$ cat config.mk
export PLATFORM = sky130hd
export DESIGN_NAME = two_wire_register_slave
export DESIGN_NICKNAME = d
export VERILOG_FILES = /design/src/rtl/tw_pkg.sv /design/src/rtl/bus_events_if.sv /design/src/rtl/two_wire_register_slave.sv /design/src/rtl/line_sampler.sv
export VERILOG_INCLUDE_DIRS = /design/src /design/src/rtl
export SDC_FILE = /design/constraint.sdc
export NUM_CORES = 1
export LEC_CHECK = 0
export BUFFER_PORTS_ARGS = -buffer_cell sky130_fd_sc_hd__buf_2
export CAP_MARGIN = 0
export CORE_UTILIZATION = 60
export CTS_CLUSTER_SIZE = 28
export DETAILED_ROUTE_END_ITERATION = 10
export HOLD_SLACK_MARGIN = 0.15
export PLACE_DENSITY = 0.87
export SKIP_LAST_GASP = 1
export SLEW_MARGIN = 20
export SYNTH_ARGS = -nofsm -noshare
export SYNTH_HDL_FRONTEND = slang
export SYNTH_HIERARCHICAL = 1
export SYNTH_SLANG_ARGS = --single-unit
$ cat constraint.sdc
create_clock -name clk_in -period 5.5 [get_ports clk_in]
set_input_delay 0.275 -clock clk_in [delete_from_list [all_inputs] [get_ports clk_in]]
set_output_delay 0.275 -clock clk_in [all_outputs]
set_load 0.02 [all_outputs]
$ cat src/rtl/two_wire_defs.svh
// constants of the two-wire register slave
// assumes: included by bare name from every file that needs it
`ifndef TWO_WIRE_DEFS_SVH
`define TWO_WIRE_DEFS_SVH

// slave addresses, direction bit included (write form)
`define SLAVE_ADDR_LO 8'h90
`define SLAVE_ADDR_HI 8'hba
// pointer value that reaches the byte staging address
`define STAGE_PTR     8'hf1
// bit index of the last bit of a byte
`define LAST_BIT      3'h7
// reset values
`define PTR_RST       8'h00
`define BYTE_RST      8'h00
`define WORD_RST      16'h0000

`endif

$ cat src/rtl/tw_pkg.sv
// types shared by the two-wire register slave
// assumes: nothing; referenced as tw_pkg::name
package tw_pkg;

  // slave state machine, one-hot
  typedef enum logic [5:0] {
    st_idle   = 6'h01,
    st_addr   = 6'h02,
    st_recv   = 6'h04,
    st_ackout = 6'h08,
    st_send   = 6'h10,
    st_ackin  = 6'h20
  } st_t;

endpackage

$ cat src/rtl/bus_events_if.sv
// sampled bus levels and edge events between the line sampler
// and the slave state machine
// assumes: one clock domain, the system clock
`timescale 1ns/1ps
`default_nettype none

interface bus_events_if;
  logic scl;    // synchronised clock line level
  logic sda;    // synchronised data line level
  logic rise;   // clock line rose
  logic fall;   // clock line fell
  logic start;  // start condition seen
  logic stop;   // stop condition seen

  modport src (output scl, sda, rise, fall, start, stop);
  modport snk (input  scl, sda, rise, fall, start, stop);
endinterface

`default_nettype wire

$ cat src/rtl/two_wire_register_slave.sv
// two-wire serial slave giving an external master access to the
// device's 16-bit registers through an 8-bit pointer
// assumes: scl/sda are pins sampled by clk_in (25 MHz), the master
// clock is far slower; the register file sits outside on reg_*
//
// Function
// - address 0x90 when select pin xor invert bit low, else 0xba
// - start, then 8-bit address; lsb zero writes, one reads
// - acknowledge our own slave address
// - in a write the first byte is the pointer, acknowledged
// - write data moves in bytes, each one acknowledged
// - one register write takes two consecutive data bytes
// - pointer increments after every 16 written bits, except at the staging address
// - read shifts out one byte per eight clocks, master acks
// - pointer advances after every 16 bits sent, except at the staging address
// - master no-acknowledge ends a read, device releases data
// - idle is both lines high; only master makes start or stop
// - start is data falling while clock high
// - stop is data rising while clock high
// - data changes only while clock low, stable while high
// - ninth clock: transmitter releases, receiver pulls low
// - data left high in the ack clock is a no-acknowledge
// - data line driven only low, pull-up gives high
// - select pin high, invert clear: write 0xba, read 0xbb
// - a register changes only when both bytes are in
// - byte write: held upper byte completes via staging address
// - byte read: lower byte comes from the staging address
`timescale 1ns/1ps
`default_nettype none
`include "two_wire_defs.svh"

module two_wire_register_slave #(
  parameter int PTR_W = 8,
  parameter int REG_W = 16
) (
  // clock and reset
  input  wire logic             clk_in,
  input  wire logic             rst_in,
  // serial bus pins
  input  wire logic             scl_in,
  input  wire logic             sda_in,
  output var  logic             sda_out,
  output var  logic             sda_oe_out,
  // address selection
  input  wire logic             address_select_pin_in,
  input  wire logic             address_invert_bit_in,
  // register file port
  output var  logic             reg_wr_out,
  output var  logic [PTR_W-1:0] reg_wr_addr_out,
  output var  logic [REG_W-1:0] reg_wdata_out,
  output var  logic [PTR_W-1:0] reg_rd_addr_out,
  input  wire logic [REG_W-1:0] reg_rdata_in
);

  ////////////////////////////////////////////////////////////////
  // line sampling

  bus_events_if ev ();

  line_sampler u_sampler (
    .clk_in (clk_in),
    .rst_in (rst_in),
    .scl_in (scl_in),
    .sda_in (sda_in),
    .ev     (ev)
  );

  // the select pin is a strap from outside the clock domain
  logic sel_s1_ff;
  logic sel_s2_ff;

  always_ff @(posedge clk_in)
  begin
    if (rst_in)
    begin
      sel_s1_ff <= 1'b0;
      sel_s2_ff <= 1'b0;
    end
    else
    begin
      sel_s1_ff <= address_select_pin_in;
      sel_s2_ff <= sel_s1_ff;
    end
  end

  ////////////////////////////////////////////////////////////////
  // state

  tw_pkg::st_t        state_ff;
  tw_pkg::st_t        nxt_state;
  logic [2:0]         bit_cnt_ff;
  logic [7:0]         shift_ff;
  logic               rw_ff;       // transaction reads
  logic               ptr_done_ff; // pointer byte already in
  logic               hi_next_ff;  // next data byte is the upper one
  logic               drive_low_ff;
  logic               mack_ff;     // master acknowledged last byte
  logic [PTR_W-1:0]   ptr_ff;
  logic [7:0]         upper_ff;    // held upper byte
  logic [PTR_W-1:0]   stage_addr_ff;
  logic [7:0]         stage_lo_ff; // lower byte for reads
  logic               wr_ff;
  logic [PTR_W-1:0]   wr_addr_ff;
  logic [REG_W-1:0]   wdata_ff;

  ////////////////////////////////////////////////////////////////
  // decode

  wire       in_addr   = state_ff == tw_pkg::st_addr;
  wire       in_recv   = state_ff == tw_pkg::st_recv;
  wire       in_ackout = state_ff == tw_pkg::st_ackout;
  wire       in_send   = state_ff == tw_pkg::st_send;
  wire       in_ackin  = state_ff == tw_pkg::st_ackin;
  wire       frame     = ev.start | ev.stop;
  wire [7:0] rx_byte   = {shift_ff[6:0], ev.sda};
  wire       rx_done   = ev.rise && (bit_cnt_ff == `LAST_BIT);
  // address picked by pin xor invert bit
  wire [7:0] own_addr  = (sel_s2_ff ^ address_invert_bit_in)
                         ? `SLAVE_ADDR_HI : `SLAVE_ADDR_LO;
  // compare seven bits, lsb is direction
  wire       addr_hit  = rx_byte[7:1] == own_addr[7:1];
  wire       at_stage  = ptr_ff == `STAGE_PTR;
  wire       byte_in   = in_recv && rx_done;
  // first byte of a write is the pointer
  wire       ptr_take  = byte_in && !ptr_done_ff;
  wire       hi_take   = byte_in && ptr_done_ff && hi_next_ff
                         && !at_stage;
  wire       stage_wr  = byte_in && ptr_done_ff && at_stage;
  wire       word_wr   = byte_in && ptr_done_ff && !hi_next_ff
                         && !at_stage;
  wire       ack_rel   = in_ackout && ev.fall && drive_low_ff;
  wire       load_tx   = (ack_rel && rw_ff)
                         || (in_ackin && ev.fall && mack_ff);
  wire       load_hi   = load_tx && hi_next_ff && !at_stage;
  // staging address and lower half both give stage_lo_ff
  wire [7:0] tx_byte   = load_hi ? reg_rdata_in[REG_W-1:REG_W-8]
                                 : stage_lo_ff;
  // lower byte of a register fully sent
  wire       rd_step   = in_send && rx_done && hi_next_ff && !at_stage;

  ////////////////////////////////////////////////////////////////
  // next state; start and stop override everything

  always_comb
  begin
    nxt_state = state_ff;
    // start or stop aborts any byte
    if (ev.start)
      nxt_state = tw_pkg::st_addr;
    else if (ev.stop)
      nxt_state = tw_pkg::st_idle;
    else
    begin
      unique case (state_ff)
        tw_pkg::st_idle:   nxt_state = tw_pkg::st_idle;
        // foreign address: back to idle, no ack
        tw_pkg::st_addr:
          if (rx_done)
            nxt_state = addr_hit ? tw_pkg::st_ackout
                                 : tw_pkg::st_idle;
        tw_pkg::st_recv:
          if (rx_done)
            nxt_state = tw_pkg::st_ackout;
        tw_pkg::st_ackout:
          if (ack_rel)
            nxt_state = rw_ff ? tw_pkg::st_send : tw_pkg::st_recv;
        tw_pkg::st_send:
          if (rx_done)
            nxt_state = tw_pkg::st_ackin;
        // data high in ack clock ends read
        tw_pkg::st_ackin:
          if (ev.rise && ev.sda)
            nxt_state = tw_pkg::st_idle;
          else if (load_tx)
            nxt_state = tw_pkg::st_send;
      endcase
    end
  end

  ////////////////////////////////////////////////////////////////
  // state register and bit counter

  // counter wraps 7 -> 0 on its own between bytes; start and stop clear it
  always_ff @(posedge clk_in)
  begin
    if (rst_in || frame)
      bit_cnt_ff <= 3'h0;
    else if (ev.rise && (in_addr || in_recv || in_send))
      bit_cnt_ff <= bit_cnt_ff + 3'h1;
  end

  always_ff @(posedge clk_in)
  begin
    if (rst_in)
      state_ff <= tw_pkg::st_idle;
    else
      state_ff <= nxt_state;
  end

  ////////////////////////////////////////////////////////////////
  // shift register

  always_ff @(posedge clk_in)
  begin
    if (rst_in)
      shift_ff <= `BYTE_RST;
    else if (ev.rise && (in_addr || in_recv))
      shift_ff <= rx_byte;
    else if (load_tx)
      shift_ff <= tx_byte;
    else if (in_send && ev.fall)
      shift_ff <= {shift_ff[6:0], 1'b0};
  end

  ////////////////////////////////////////////////////////////////
  // transaction flags

  always_ff @(posedge clk_in)
  begin
    if (rst_in)
      rw_ff <= 1'b0;
    else if (in_addr && rx_done)
      rw_ff <= rx_byte[0];
  end

  // a new start expects a fresh pointer and an upper byte first
  always_ff @(posedge clk_in)
  begin
    if (rst_in || ev.start)
    begin
      ptr_done_ff <= 1'b0;
      hi_next_ff  <= 1'b1;
    end
    else
    begin
      if (ptr_take)
        ptr_done_ff <= 1'b1;
      if (hi_take || load_hi)
        hi_next_ff <= 1'b0;
      else if (word_wr || (load_tx && !hi_next_ff))
        hi_next_ff <= 1'b1;
    end
  end

  // master acknowledge, sampled on the ninth clock rise
  always_ff @(posedge clk_in)
  begin
    if (rst_in || frame || load_tx)
      mack_ff <= 1'b0;
    else if (in_ackin && ev.rise)
      mack_ff <= !ev.sda;
  end

  ////////////////////////////////////////////////////////////////
  // data line drive

  // only ever pull low; the pull-up makes the high level
  logic nxt_drive;

  always_comb
  begin
    nxt_drive = drive_low_ff;
    if (frame)
      nxt_drive = 1'b0;
    // new bit only on a clock fall; the fall that
    // ends the address ack must put out bit 7, not merely release
    else if (load_tx)
      nxt_drive = !tx_byte[7];
    // pull low for the ack clock, release after it
    else if (in_ackout && ev.fall)
      nxt_drive = !drive_low_ff;
    else if (in_send && ev.fall)
      nxt_drive = !shift_ff[6];
    // release for the master's ack clock
    else if (in_ackin && ev.fall)
      nxt_drive = 1'b0;
  end

  always_ff @(posedge clk_in)
  begin
    if (rst_in)
      drive_low_ff <= 1'b0;
    else
      drive_low_ff <= nxt_drive;
  end

  ////////////////////////////////////////////////////////////////
  // pointer and staging

  // step after the lower byte of a write lands or the lower byte of a read is sent
  always_ff @(posedge clk_in)
  begin
    if (rst_in)
      ptr_ff <= `PTR_RST;
    else if (ptr_take)
      ptr_ff <= rx_byte;
    else if (word_wr || rd_step)
      ptr_ff <= ptr_ff + 8'h01;
  end

  // upper byte and its register held for a later stage write
  always_ff @(posedge clk_in)
  begin
    if (rst_in)
    begin
      upper_ff      <= `BYTE_RST;
      stage_addr_ff <= `PTR_RST;
    end
    else if (hi_take)
    begin
      upper_ff      <= rx_byte;
      stage_addr_ff <= ptr_ff;
    end
  end

  // lower half kept when the upper half is read
  always_ff @(posedge clk_in)
  begin
    if (rst_in)
      stage_lo_ff <= `BYTE_RST;
    else if (load_hi)
      stage_lo_ff <= reg_rdata_in[7:0];
  end

  ////////////////////////////////////////////////////////////////
  // register write strobe

  // a register is written only with both bytes present
  always_ff @(posedge clk_in)
  begin
    if (rst_in)
    begin
      wr_ff      <= 1'b0;
      wr_addr_ff <= `PTR_RST;
      wdata_ff   <= `WORD_RST;
    end
    else
    begin
      wr_ff <= word_wr || stage_wr;
      if (word_wr || stage_wr)
      begin
        wr_addr_ff <= stage_wr ? stage_addr_ff : ptr_ff;
        wdata_ff   <= {upper_ff, rx_byte};
      end
    end
  end

  ////////////////////////////////////////////////////////////////
  // outputs, all from flops

  logic sda_lvl_ff; // level driven while enabled: always low

  always_ff @(posedge clk_in)
  begin
    sda_lvl_ff <= 1'b0;
  end

  assign sda_out         = sda_lvl_ff;
  assign sda_oe_out      = drive_low_ff;
  assign reg_wr_out      = wr_ff;
  assign reg_wr_addr_out = wr_addr_ff;
  assign reg_wdata_out   = wdata_ff;
  assign reg_rd_addr_out = ptr_ff;
endmodule

`default_nettype wire

$ cat src/rtl/line_sampler.sv
// synchronises the two bus lines and finds their edges,
// start and stop conditions
// assumes: lines are asynchronous pins, clk_in much faster than scl
`timescale 1ns/1ps
`default_nettype none

module line_sampler (
  // clock and reset
  input  wire logic   clk_in,
  input  wire logic   rst_in,
  // bus pins
  input  wire logic   scl_in,
  input  wire logic   sda_in,
  // events out
  bus_events_if.src   ev
);

  logic [1:0] scl_sync_ff;
  logic [1:0] sda_sync_ff;
  logic       scl_d_ff;
  logic       sda_d_ff;

  // two flops per line; both lines see the same delay so that
  // data changing just after a clock fall stays ordered
  always_ff @(posedge clk_in)
  begin
    if (rst_in)
    begin
      scl_sync_ff <= 2'h3;
      sda_sync_ff <= 2'h3;
      scl_d_ff    <= 1'b1;
      sda_d_ff    <= 1'b1;
    end
    else
    begin
      scl_sync_ff <= {scl_sync_ff[0], scl_in};
      sda_sync_ff <= {sda_sync_ff[0], sda_in};
      scl_d_ff    <= scl_sync_ff[1];
      sda_d_ff    <= sda_sync_ff[1];
    end
  end

  // edge decode on the second stage only
  assign ev.scl   = scl_sync_ff[1];
  assign ev.sda   = sda_sync_ff[1];
  assign ev.rise  = scl_sync_ff[1] & ~scl_d_ff;
  assign ev.fall  = ~scl_sync_ff[1] & scl_d_ff;
  assign ev.start = scl_sync_ff[1] & scl_d_ff & sda_d_ff
                    & ~sda_sync_ff[1];
  assign ev.stop  = scl_sync_ff[1] & scl_d_ff & ~sda_d_ff
                    & sda_sync_ff[1];
endmodule

`default_nettype wire

==> metrics <==
Cell variety after synth=60; Sw Share=23.3%; Synth area leader=dfxtp_1; sequential cell area fraction in the yosys report=44.6%; row count=28; unrepaired setup endpoints after global routing=no; sequential share of power=56.4%; FF/Latch Area=1720 µm²; mean post-synth cell area=8.42 µm²; warnings from Yosys=6; Skew-Pair Late Insertion Delay=360 ps; GRT overflow=0; share of power burned in the clock network=40.4%; final hold violation count=0; Post-synth ARST share=0%; Tot GR Track Use=30.6%; die width=82.2 µm; GP Congestion=0.923; post-synth top area share=44.6%; post-synthesis register bit count=86; Combinational Power Share=3.3%; Synth Cell Area=3860 µm²; worst clock skew=9.23 ps; slew margin rel.=34.9%; leading cell type in the layout, fill and taps excluded=nand2_1; die height=82.2 µm; worst slack, placed=2690 ps; starting density of the core=63.7%; crit path DAT=3120 ps; ant diodes=0; largest net degree at the start of global routing=78; clock transition at the registers of the reported paths=90 ps; worst hold path type=in2reg; Post-synth EDFFs=0; required time of the worst setup path=5710 ps; HPWL Detailed=6300 µm; Area after DPL=4130 µm²; share of cells above drive strength 1=17.5%; internal power=0.000854 W; max-cap violations=0; final worst-path cycle share=53.0%; Final Max Tran Viols=0; Worst Slack Setup Final=2590 ps; Syn-to-layout area delta=14.6%; Routed WL per cell=16.2 µm; total power=0.00111 W; Final Critical Period=2910 ps; first-pass GRT wire length=15400 µm; Setup TNS=0 ps; die area=6760 µm²; actual slew at the worst max-slew pin=977 ps; P_leak=1.68 nW; element type at the critical path end=flip-flop; most frequent cells in the layout=nand2_1 (109), dfxtp_1 (86), buf_2 (55), a21oi_1 (54), nor2_1 (34); Clock Path Buffers=2; Worst VDD drop=0.000230 V; I/O pin cnt=57; Nets=536; dominant synthesized flop cell=dfxtp_1; Mapped Nets=485; clock sinks=86; NetSw=0.000260 W; status=completed; CP Launch Type=flip-flop; area of the multi-input gates=2000 µm²; PwrDens=252 nW/µm²; total core area=6060 µm²; final setup fails=0; initial antenna violation count=0; WS Path Type=reg2reg; detailed-route vias per instance=5.98; Area contributors post-synth=dfxtp_1 (45%), nand2_1 (11%), a21oi_1 (7.0%); DRC violation total after the first TritonRoute iteration=262; utilization after layout=73.0%; fmax=343 MHz; vias in the first global route=3249; fin area=4430 µm²; drc violations=0; wirelength, routed=9530 µm; total number of vias=3527; Pre-antenna DRT Iters=5; root buffer cell=clkbuf_8; critical path fanouts, max=16; Synth Instances=459; cts bufs inserted=9; H-tree depth=3; Port Buffers=55; Final ANT Viol Nets=0; filler cell count=487; TritonCTS clock tree=done
[routing by layer]
layer | global-route usage [%] | wire length, µm
met2 | 49.1 | 4520
met1 | 38.8 | 4170
met4 | 15.4 | 256
met3 | 6.48 | 581
met5 | 0 | 0
[what timing repair did]
action / CTS / global route
hold buffers: 10 / 0
gates resized for setup: 0 / 0
endpoints found under the hold margin: 10 / 0
setup buffers: 0 / 0
[worst max-delay path: stages (launching register included)]
cell and delay [ps]:
dfxtp_1 440, inv_1 110, ha_1 200, and4b_1 230, a21oi_1 780, nand2_1 670
nand2_1 230, a21oi_1 90
[final cells by class]
class,instances,area share (%)
clock buffer,10,2.88
clock inverter,6,1.55
inverter,6,0.509
multi-input combinational,340,45.2
sequential,86,38.9
tap,75,2.12
timing repair buffer,67,8.82
[cell usage after synthesis (2+ instances only)]
cell	instances
a211oi_1	8
a211oi_2	2
a21oi_1	54
a311oi_1	2
a311oi_2	6
a32oi_1	2
and2_1	3
and3_1	3
and3b_1	2
and4_1	2
and4b_1	3
buf_2	7
buf_4	2
clkbuf_1	17
dfxtp_1	86
ha_1	4
inv_1	6
mux2_1	6
mux2i_1	5
nand2_1	109
nand3_1	8
nand3b_1	2
nand4_1	4
nor2_1	34
nor2b_1	6
nor3_1	5
o2111a_1	2
o2111ai_1	2
o211ai_1	5
o21ai_0	16
o21bai_1	2
or2_1	6
or3_1	4
xnor2_1	3
xor2_1	6
[final timing paths]
check | from | cells past startpoint | slack [ps] | end
worst max-delay path | reg_rd_addr_out[1]$_SDFFE_PP0P_ | 7 | 2590 | upper_ff[4]$_SDFFE_PP0P_
worst min-delay path | reg_rdata_in[0] | 3 | 160 | stage_lo_ff[0]$_SDFFE_PP0N_
worst max register to register | reg_rd_addr_out[1]$_SDFFE_PP0P_ | 7 | 2590 | upper_ff[4]$_SDFFE_PP0P_
worst min register to register | u_sampler/scl_sync_ff[0]$_SDFF_PP1_ | 1 | 420 | u_sampler/scl_sync_ff[1]$_SDFF_PP1_
[state kept, by name (all words and copies together) (netlist names)]
register	cells
reg_wdata_out	16
reg_rd_addr_out	8
reg_wr_addr_out	8
stage_addr_ff	8
stage_lo_ff	8
upper_ff	8
shift_ff	7
state_ff	6
bit_cnt_ff	3
u_sampler/scl_sync_ff	2
u_sampler/sda_sync_ff	2
hi_next_ff	1
mack_ff	1
ptr_done_ff	1
reg_wr_out	1
rw_ff	1
sda_oe_out	1
sel_s1_ff	1
sel_s2_ff	1
u_sampler/scl_d_ff	1
u_sampler/sda_d_ff	1
[kinds of logic (layout without fill, tap and decap cells)]
kind of cell               count (synthesis)  count (layout)  synth area share, %
and+or+nand+nor                          201             201                 25.1
AOI/OAI and AO/OA                        113             113                 19.9
DFF                                       86              86                 44.6
buffers and inverters                     33              89                 3.63
muxes                                     12              12                 3.34
xor gates and xnor gates                   9               9                 2.04
adders and majority gates                  4               4                 1.30
other                                      1               1               0.0971
[per-stage QoR]
stage,hold WS [ps],cells
after CTS,152,590
after global placement,387,564
after detailed placement,394,564
after floorplan,372,459
final,163,590
after global routing,159,590
[power by group through the flow]
stage / Combinational, W / Clock [W] / Sequential (W)
6_report: 0.0000367 / 0.000450 / 0.000628
5_1_grt: 0.0000399 / 0.000480 / 0.000628
4_1_cts: 0.0000359 / 0.000452 / 0.000628
3_5_place_dp: 0.0000304 / 0 / 0.000642
3_3_place_gp: 0.0000295 / 0 / 0.000642
2_1_floorplan: 0.0000195 / 0 / 0.000641
Power figures use the tool's default switching activity.
